<file path="src/pkg/spcs_pkg.sv">
// Constants and types for the position capture and status block.
// Assumes a single 25 MHz clock domain.
package spcs_pkg;
  localparam int unsigned POS_W      = 32;
  localparam int unsigned FAULT_W    = 16;
  localparam int unsigned CLK_HZ     = 25000000;
  // Direction flags hold for this long after the last position change
  localparam int unsigned DIR_HOLD_MS = 500;
  localparam int unsigned DIR_HOLD_CYC = (CLK_HZ / 1000) * DIR_HOLD_MS;
  localparam int unsigned DIR_CNT_W  = 24;
  localparam logic [POS_W-1:0]   POS_ZERO   = 32'h0000_0000;
  localparam logic [POS_W-1:0]   POS_UPPER  = 32'h7fff_ffff;
  localparam logic [POS_W-1:0]   POS_LOWER  = 32'h8000_0000;
  localparam logic [FAULT_W-1:0] FAULT_NONE = 16'h0000;
  // Acknowledge style of the fault flag
  typedef enum logic {SPCS_ACK_EDGE, SPCS_ACK_LEVEL} spcs_ack_mode_t;
endpackage : spcs_pkg

</file>
<file path="src/hdl/spcs_edge_det.sv">
// Rising and falling edge detector for one synchronous level.
// Assumes the input is already synchronous to i_mclk.
`timescale 1ns/1ps
module spcs_edge_det
(
  input  wire logic i_mclk,
  input  wire logic i_reset_n,
  input  wire logic i_level,
  output logic      o_rise,
  output logic      o_fall
);
  logic prev_r;

  always_ff @(posedge i_mclk or negedge i_reset_n)
  begin
    if (!i_reset_n)
      prev_r <= 1'b0;
    else
      prev_r <= i_level;
  end

  assign o_rise = i_level & ~prev_r;
  assign o_fall = ~i_level & prev_r;
endmodule : spcs_edge_det

</file>
<file path="src/hdl/spcs_dir_timer.sv">
// Direction status: moving flags that age out after the hold time.
// Assumes i_pos_change is a one-cycle pulse with the change direction.
`timescale 1ns/1ps
module spcs_dir_timer
  import spcs_pkg::*;
(
  input  wire logic i_mclk,
  input  wire logic i_reset_n,
  input  wire logic i_pos_change,
  input  wire logic i_pos_up,
  output logic      o_moving_positive,
  output logic      o_moving_negative
);
  logic [DIR_CNT_W-1:0] age_r;

  always_ff @(posedge i_mclk or negedge i_reset_n)
  begin
    if (!i_reset_n)
      age_r <= '0;
    else if (i_pos_change)
      age_r <= DIR_CNT_W'(DIR_HOLD_CYC);
    else if (age_r != '0)
      age_r <= age_r - 1'b1;
  end

  always_ff @(posedge i_mclk or negedge i_reset_n)
  begin
    if (!i_reset_n)
    begin
      o_moving_positive <= 1'b0;
      o_moving_negative <= 1'b0;
    end
    else if (i_pos_change)
    begin
      o_moving_positive <= i_pos_up;
      o_moving_negative <= ~i_pos_up;
    end
    else if (age_r == DIR_CNT_W'(1))
    begin
      o_moving_positive <= 1'b0;
      o_moving_negative <= 1'b0;
    end
  end
endmodule : spcs_dir_timer

</file>
<file path="src/hdl/spcs_top.sv">
// Capture, event flag, fault and direction status for one position channel.
// Assumes all inputs are synchronous to i_mclk; position is signed.
// What this block does
// - While armed, a configured capture-input edge latches the position.
// - Falling edge of latch_arm disarms capture, even with no capture.
// - Latched position holds until the next capture event.
// - latch_valid sets on capture, clears only on latch_arm falling edge.
// - Version one: fault acknowledged on rising edge of fault_acknowledge.
// - Version two onward: fault acknowledged while acknowledge is high.
// - flag_acknowledge rising edge clears compare, zero and range flags.
// - module_ready high only when configured, ready and data valid.
// - Direction flags follow last change, drop after 0.5 s.
// - Compare event flag set when its output changes state.
// - zero_reached sets when position reaches or crosses zero.
// - upper_range_exceeded sets on passing upper limit moving up.
// - lower_range_exceeded sets on passing lower limit moving down.
// - Any error raises the fault flag and loads its number.
// - fault_number is 16 bits; zero means no error.
// - No new fault reported until the previous one is acknowledged.
`timescale 1ns/1ps
module spcs_top
  import spcs_pkg::*;
(
  input  wire logic                  i_mclk,
  input  wire logic                  i_reset_n,
  input  wire logic [POS_W-1:0]      i_encoder_position,
  input  wire logic                  i_position_update,
  input  wire logic                  i_capture_input,
  input  wire logic                  i_capture_on_fall,
  input  wire logic                  i_latch_arm,
  input  wire logic                  i_output_a,
  input  wire logic                  i_output_b,
  input  wire logic                  i_flag_acknowledge,
  input  wire logic                  i_fault_acknowledge,
  input  spcs_pkg::spcs_ack_mode_t   i_ack_mode,
  input  wire logic                  i_fault_raise,
  input  wire logic [FAULT_W-1:0]    i_fault_code,
  input  wire logic                  i_configured,
  input  wire logic                  i_hw_ready,
  input  wire logic                  i_data_valid,
  output logic [POS_W-1:0]           o_latched_position,
  output logic                       o_latch_valid,
  output logic                       o_compare_event_a,
  output logic                       o_compare_event_b,
  output logic                       o_zero_reached,
  output logic                       o_upper_range_exceeded,
  output logic                       o_lower_range_exceeded,
  output logic                       o_moving_positive,
  output logic                       o_moving_negative,
  output logic                       o_module_ready,
  output logic                       o_fault,
  output logic [FAULT_W-1:0]         o_fault_number
);
  import spcs_pkg::*;

  logic              cap_rise;
  logic              cap_fall;
  logic              arm_rise;
  logic              arm_fall;
  logic              eack_rise;
  logic              fack_rise;
  logic              outa_rise;
  logic              outa_fall;
  logic              outb_rise;
  logic              outb_fall;
  logic              armed_r;
  logic              cap_evt;
  logic [POS_W-1:0]  pos_prev_r;
  logic              pos_seen_r;
  logic              pos_change;
  logic              pos_up;
  logic              zero_hit;
  logic              upper_hit;
  logic              lower_hit;
  logic              wrap_hit;
  logic              fault_ack;

  spcs_edge_det u_cap_edge
  (
    .i_mclk    (i_mclk),
    .i_reset_n (i_reset_n),
    .i_level   (i_capture_input),
    .o_rise    (cap_rise),
    .o_fall    (cap_fall)
  );

  spcs_edge_det u_arm_edge
  (
    .i_mclk    (i_mclk),
    .i_reset_n (i_reset_n),
    .i_level   (i_latch_arm),
    .o_rise    (arm_rise),
    .o_fall    (arm_fall)
  );

  spcs_edge_det u_eack_edge
  (
    .i_mclk    (i_mclk),
    .i_reset_n (i_reset_n),
    .i_level   (i_flag_acknowledge),
    .o_rise    (eack_rise),
    .o_fall    ()
  );

  spcs_edge_det u_fack_edge
  (
    .i_mclk    (i_mclk),
    .i_reset_n (i_reset_n),
    .i_level   (i_fault_acknowledge),
    .o_rise    (fack_rise),
    .o_fall    ()
  );

  spcs_edge_det u_outa_edge
  (
    .i_mclk    (i_mclk),
    .i_reset_n (i_reset_n),
    .i_level   (i_output_a),
    .o_rise    (outa_rise),
    .o_fall    (outa_fall)
  );

  spcs_edge_det u_outb_edge
  (
    .i_mclk    (i_mclk),
    .i_reset_n (i_reset_n),
    .i_level   (i_output_b),
    .o_rise    (outb_rise),
    .o_fall    (outb_fall)
  );

  // Arming follows a rising level; a level already high at reset arms too
  // disarm on fall
  always_ff @(posedge i_mclk or negedge i_reset_n)
  begin
    if (!i_reset_n)
      armed_r <= 1'b0;
    else if (arm_fall || !i_latch_arm)
      armed_r <= 1'b0;
    else if (arm_rise || i_latch_arm)
      armed_r <= 1'b1;
  end

  assign cap_evt = armed_r && i_latch_arm &&
                   (i_capture_on_fall ? cap_fall : cap_rise);

  always_ff @(posedge i_mclk or negedge i_reset_n)
  begin
    if (!i_reset_n)
      o_latched_position <= POS_ZERO;
    else if (cap_evt)
      o_latched_position <= i_encoder_position;
  end

  always_ff @(posedge i_mclk or negedge i_reset_n)
  begin
    if (!i_reset_n)
      o_latch_valid <= 1'b0;
    else if (cap_evt)
      o_latch_valid <= 1'b1;
    else if (arm_fall)
      o_latch_valid <= 1'b0;
  end

  // Previous sample for direction, zero and range detection
  always_ff @(posedge i_mclk or negedge i_reset_n)
  begin
    if (!i_reset_n)
    begin
      pos_prev_r <= POS_ZERO;
      pos_seen_r <= 1'b0;
    end
    else if (i_position_update)
    begin
      pos_prev_r <= i_encoder_position;
      pos_seen_r <= 1'b1;
    end
  end

  // First sample after reset has no history, so it raises no events
  assign pos_change = i_position_update && pos_seen_r &&
                      (i_encoder_position != pos_prev_r);
  // A wrap keeps the direction of travel, not the sign of the jump
  assign pos_up     = upper_hit ||
                      (!lower_hit &&
                       ($signed(i_encoder_position) > $signed(pos_prev_r)));

  // A wrap flips the sign bit without passing zero
  // zero reach or cross
  assign zero_hit = pos_change && !wrap_hit &&
    ((i_encoder_position == POS_ZERO) ||
     (pos_prev_r[POS_W-1] != i_encoder_position[POS_W-1]));

  // Wrap past the end of the range shows as a jump across the sign limit
  // upper and lower limit wrap
  assign upper_hit = pos_change && (pos_prev_r == POS_UPPER) &&
                     (i_encoder_position == POS_LOWER);
  assign lower_hit = pos_change && (pos_prev_r == POS_LOWER) &&
                     (i_encoder_position == POS_UPPER);

  // Either range wrap
  assign wrap_hit  = upper_hit || lower_hit;

  // Set wins over an acknowledge in the same cycle
  // compare flags
  always_ff @(posedge i_mclk or negedge i_reset_n)
  begin
    if (!i_reset_n)
    begin
      o_compare_event_a <= 1'b0;
      o_compare_event_b <= 1'b0;
    end
    else
    begin
      if (outa_rise || outa_fall)
        o_compare_event_a <= 1'b1;
      else if (eack_rise)
        o_compare_event_a <= 1'b0;
      if (outb_rise || outb_fall)
        o_compare_event_b <= 1'b1;
      else if (eack_rise)
        o_compare_event_b <= 1'b0;
    end
  end

  always_ff @(posedge i_mclk or negedge i_reset_n)
  begin
    if (!i_reset_n)
    begin
      o_zero_reached         <= 1'b0;
      o_upper_range_exceeded <= 1'b0;
      o_lower_range_exceeded <= 1'b0;
    end
    else
    begin
      if (zero_hit)
        o_zero_reached <= 1'b1;
      else if (eack_rise)
        o_zero_reached <= 1'b0;
      if (upper_hit)
        o_upper_range_exceeded <= 1'b1;
      else if (eack_rise)
        o_upper_range_exceeded <= 1'b0;
      if (lower_hit)
        o_lower_range_exceeded <= 1'b1;
      else if (eack_rise)
        o_lower_range_exceeded <= 1'b0;
    end
  end

  spcs_dir_timer u_dir
  (
    .i_mclk            (i_mclk),
    .i_reset_n         (i_reset_n),
    .i_pos_change      (pos_change),
    .i_pos_up          (pos_up),
    .o_moving_positive (o_moving_positive),
    .o_moving_negative (o_moving_negative)
  );

  always_ff @(posedge i_mclk or negedge i_reset_n)
  begin
    if (!i_reset_n)
      o_module_ready <= 1'b0;
    else
      o_module_ready <= i_configured & i_hw_ready & i_data_valid;
  end

  assign fault_ack = (i_ack_mode == SPCS_ACK_EDGE) ? fack_rise
                                                   : i_fault_acknowledge;

  // A fault pending acknowledge blocks newer ones; those are dropped
  // no fault at reset
  always_ff @(posedge i_mclk or negedge i_reset_n)
  begin
    if (!i_reset_n)
    begin
      o_fault        <= 1'b0;
      o_fault_number <= FAULT_NONE;
    end
    else if (!o_fault && i_fault_raise && i_fault_code != FAULT_NONE)
    begin
      o_fault        <= 1'b1;
      o_fault_number <= i_fault_code;
    end
    else if (o_fault && fault_ack)
    begin
      o_fault        <= 1'b0;
      o_fault_number <= FAULT_NONE;
    end
  end
endmodule : spcs_top

</file>
<file path="config.mk">
export PLATFORM = sky130hd
export DESIGN_NAME = spcs_top
export DESIGN_NICKNAME = d
export VERILOG_FILES = /design/src/pkg/spcs_pkg.sv /design/src/hdl/spcs_edge_det.sv /design/src/hdl/spcs_dir_timer.sv /design/src/hdl/spcs_top.sv
export SDC_FILE = /design/constraint.sdc
export NUM_CORES = 1
export LEC_CHECK = 0
export ABC_CLOCK_PERIOD_IN_PS = 6700
export BUFFER_PORTS_ARGS = -buffer_cell sky130_fd_sc_hd__buf_4
export CAP_MARGIN = 25
export CORE_MARGIN = 2
export CORE_UTILIZATION = 35
export CTS_CLUSTER_DIAMETER = 100
export DETAILED_ROUTE_END_ITERATION = 8
export PLACE_DENSITY = 0.6
export SYNTH_ARGS = -nofsm -noshare
export SYNTH_HDL_FRONTEND = slang
export SYNTH_SLANG_ARGS = --single-unit
</file>
<file path="constraint.sdc">
create_clock -name i_mclk -period 6.7 [get_ports i_mclk]
set_clock_uncertainty 0.05 [all_clocks]
set_input_delay 1.005 -clock i_mclk [delete_from_list [all_inputs] [get_ports i_mclk]]
set_output_delay 1.005 -clock i_mclk [all_outputs]
set_load 0.02 [all_outputs]
</file>
==> out/summary.txt <==
storage element area = 0.003053 sq mm
CTS tree = built
port bufs = 120
DP Wirelength = 11040 um
RSZ-0062 raised after global routing = no
total gr overflow = 0
syn_area_per_cell = 10.75 sq um
max_cap viols = 0
Starting DRT DRC Count = 274
Reg clk slew, reported paths = 0.06 ns
final WL = 15170 um
syn_nets = 642
status = completed
Die W = 133.4 um
maximum vdd ir drop = 0.2047 mV
Global Route Usage Sum = 17.54%
initial antenna violation count = 0
I/O pin cnt = 121
clock sinks = 122
post-synthesis async set-or-reset flop share = 100.0%
register bit count reported by yosys = 122
CP most frequent cell = buf_4
Multi-input gate area = 0.002597 sq mm
synthesis-to-layout area growth = 30.52%
prevailing post-synth register cell = dfrtp_1
Slew Limit Fails = 0
post-synth cell types = 50
Core Box Area = 0.01647 sq mm
Fmax = 0.3497 GHz
first-pass GRT wire length = 24410 um
yosys warns = 0
layout cells sized above 1 = 29.40%
sequential area share after synthesis = 52.11%
Critical-path top delay cell = o211ai_1
Avg Vias per Cell = 5.209
GP Congestion = 0.9304
crit path max fanout = 8
clock root buffer = clkbuf_16
postcts setup bufs = 0
cell area power density = 314.7 mW/mm^2
TNS Setup = 0 ns
startpoint types = primary input
Final min period = 2.860 ns
# H-tree levels = 4
Post-synth EDFFs = 0
Inserted Clock Buffers = 17
initial core utilization = 35.58%
Final nets = 771
router iterations before antenna repair = 7
drt wl/cell = 16.73 um
Max-slew headroom = 57.04%
endpoint class of the critical path = register
antenna cells = 0
P_leak = 3.487 nW
later-pin clock latency in the skew report = 0.42 ns
largest net degree at the start of global routing = 76
DRC viols = 0
Hold Crit Class = register to register
post-synthesis cell area = 0.005858 sq mm
Final Setup Violations = 0
slowest cell delay on critical path = 0.55 ns
# resized after CTS = 0
worst-margin pin slew = 0.6416 ns
Post-CTS Hold Buffers = 0
Final period util = 42.68%
DIE AREA = 0.01779 sq mm
Crit path required time = 6.95 ns
Post-DRT Antenna Nets = 0
final hold viol count = 0
worst setup path class = primary input to register
CP cell instances = buf_4 -> ha_1 -> nand4_1 -> nor4_1 -> nand2_1 -> o211ai_1 -> buf_4 -> o2bb2ai_1 -> o21a_1
Max Buffers Root-to-Sink = 2
vias in the first global route = 4795
CP arrival = 3.11 ns
DIE HEIGHT = 133.4 um
# fillers = 1567
vias = 4725
Cells after Synth = 545
FP Rows = 47
Overall Power = 2.406 mW
[layer usage]
metal,GRT usage (%),share of wire (%),vias up
li1,-,-,2233
met1,22.39,43,2325
met2,28.92,50,143
met3,4.642,5.1,24
met4,6.147,1.8,0
met5,0,0,-
[final timing paths]
path | end | start | slack [ns] | cells after the start
max | u_dir.o_moving_negative | i_encoder_position[14] | 3.84 | 9
min in group asynchronous | o_compare_event_b | i_reset_n | 0.56 | 1
max in group asynchronous | o_latched_position[3] | i_reset_n | 4.86 | 3
max reg2reg | u_dir.o_moving_negative | pos_prev_r[14] | 4.13 | 9
min | o_compare_event_b | o_compare_event_b | 0.42 | 2
min reg2reg | o_compare_event_b | o_compare_event_b | 0.42 | 2
[layout by cell type (no fill, tap or decap), drive strengths merged, types with 10 or more instances in the layout]
master  netlist  routed
nand4        25      25
nand2        62      62
a21oi        18      18
xnor2        10      10
nand3        12      12
dfrtp       122     122
clkbuf       15      20
buf           0     126
nor2         17      17
o21ai        45      45
a22o         16      16
ha           34      34
mux2         33      33
nor4         28      28
inv          38      38
[synth_stat cells (10+ instances only)]
cell type | count | share of area (%)
dfrtp_1 | 122 | 52
nand2_1 | 62 | 4.0
o21ai_0 | 44 | 3.8
inv_1 | 38 | 2.4
ha_1 | 34 | 7.3
mux2_2 | 33 | 6.3
nor4_1 | 26 | 2.8
nand4_1 | 23 | 2.5
a21oi_1 | 18 | 1.5
nor2_1 | 17 | 1.1
a22o_1 | 16 | 2.4
clkbuf_1 | 15 | 0.96
nand3_1 | 12 | 1.0
xnor2_1 | 10 | 1.5
[through the flow]
stage	cells	cell area [sq um]	hold slack (ns)	util (%)	worst slack [ns]
finish	907	7646	0.4200	46.44	3.840
global route	907	7646	0.4597	46.44	3.626
CTS	906	7626	0.4265	46.31	3.813
detailed placement	874	7007	0.4143	42.55	3.403
global placement	872	6992	0.4039	42.46	3.310
floorplan	545	5858	0.4059	-	4.007
[report_power, final]
group | switching, mW | internal, mW | total (mW) | leakage, nW
clock | 0.340 | 0.630 | 0.970 | 0.300
sequential | 0.0718 | 0.844 | 0.916 | 1.46
combinational | 0.282 | 0.238 | 0.521 | 1.73
[state kept, by name, indices dropped and copies added, names as in the netlist, 16 cells and up]
signal / flops
o_fault_number: 16
o_latched_position: 32
pos_prev_r: 32
u_dir.age_r: 24
[logic make-up after synthesis]
group	count (synthesis)	share of synthesized area (%)
flops	122	52.11
mux	33	6.344
compound gates	103	11.08
buf+inv	54	3.546
simple gates	184	17.41
fa+ha+maj	34	7.262
xor+xnor	15	2.243
[layout make-up]
type                            count  share of cell area [%]
Multi-Input combinational cell    369                   33.97
Timing Repair Buffer              126                   12.53
Inverter                           38                   1.865
Clock buffer                       20                   5.842
Tap cell                          220                   3.600
Clock inverter                     12                   2.258
Sequential cell                   122                   39.93
[worst max-delay path, delay by kind of cell]
| kind | cells | cell delay [ns] |
|---|---|---|
| buffers and inverters | 2 | 0.40 |
| AND/OR/NAND/NOR | 3 | 0.65 |
| adder cells (fa/ha/maj) | 1 | 0.32 |
| AO/OA/AOI/OAI | 3 | 0.74 |
Power figures use the tool's default switching activity.
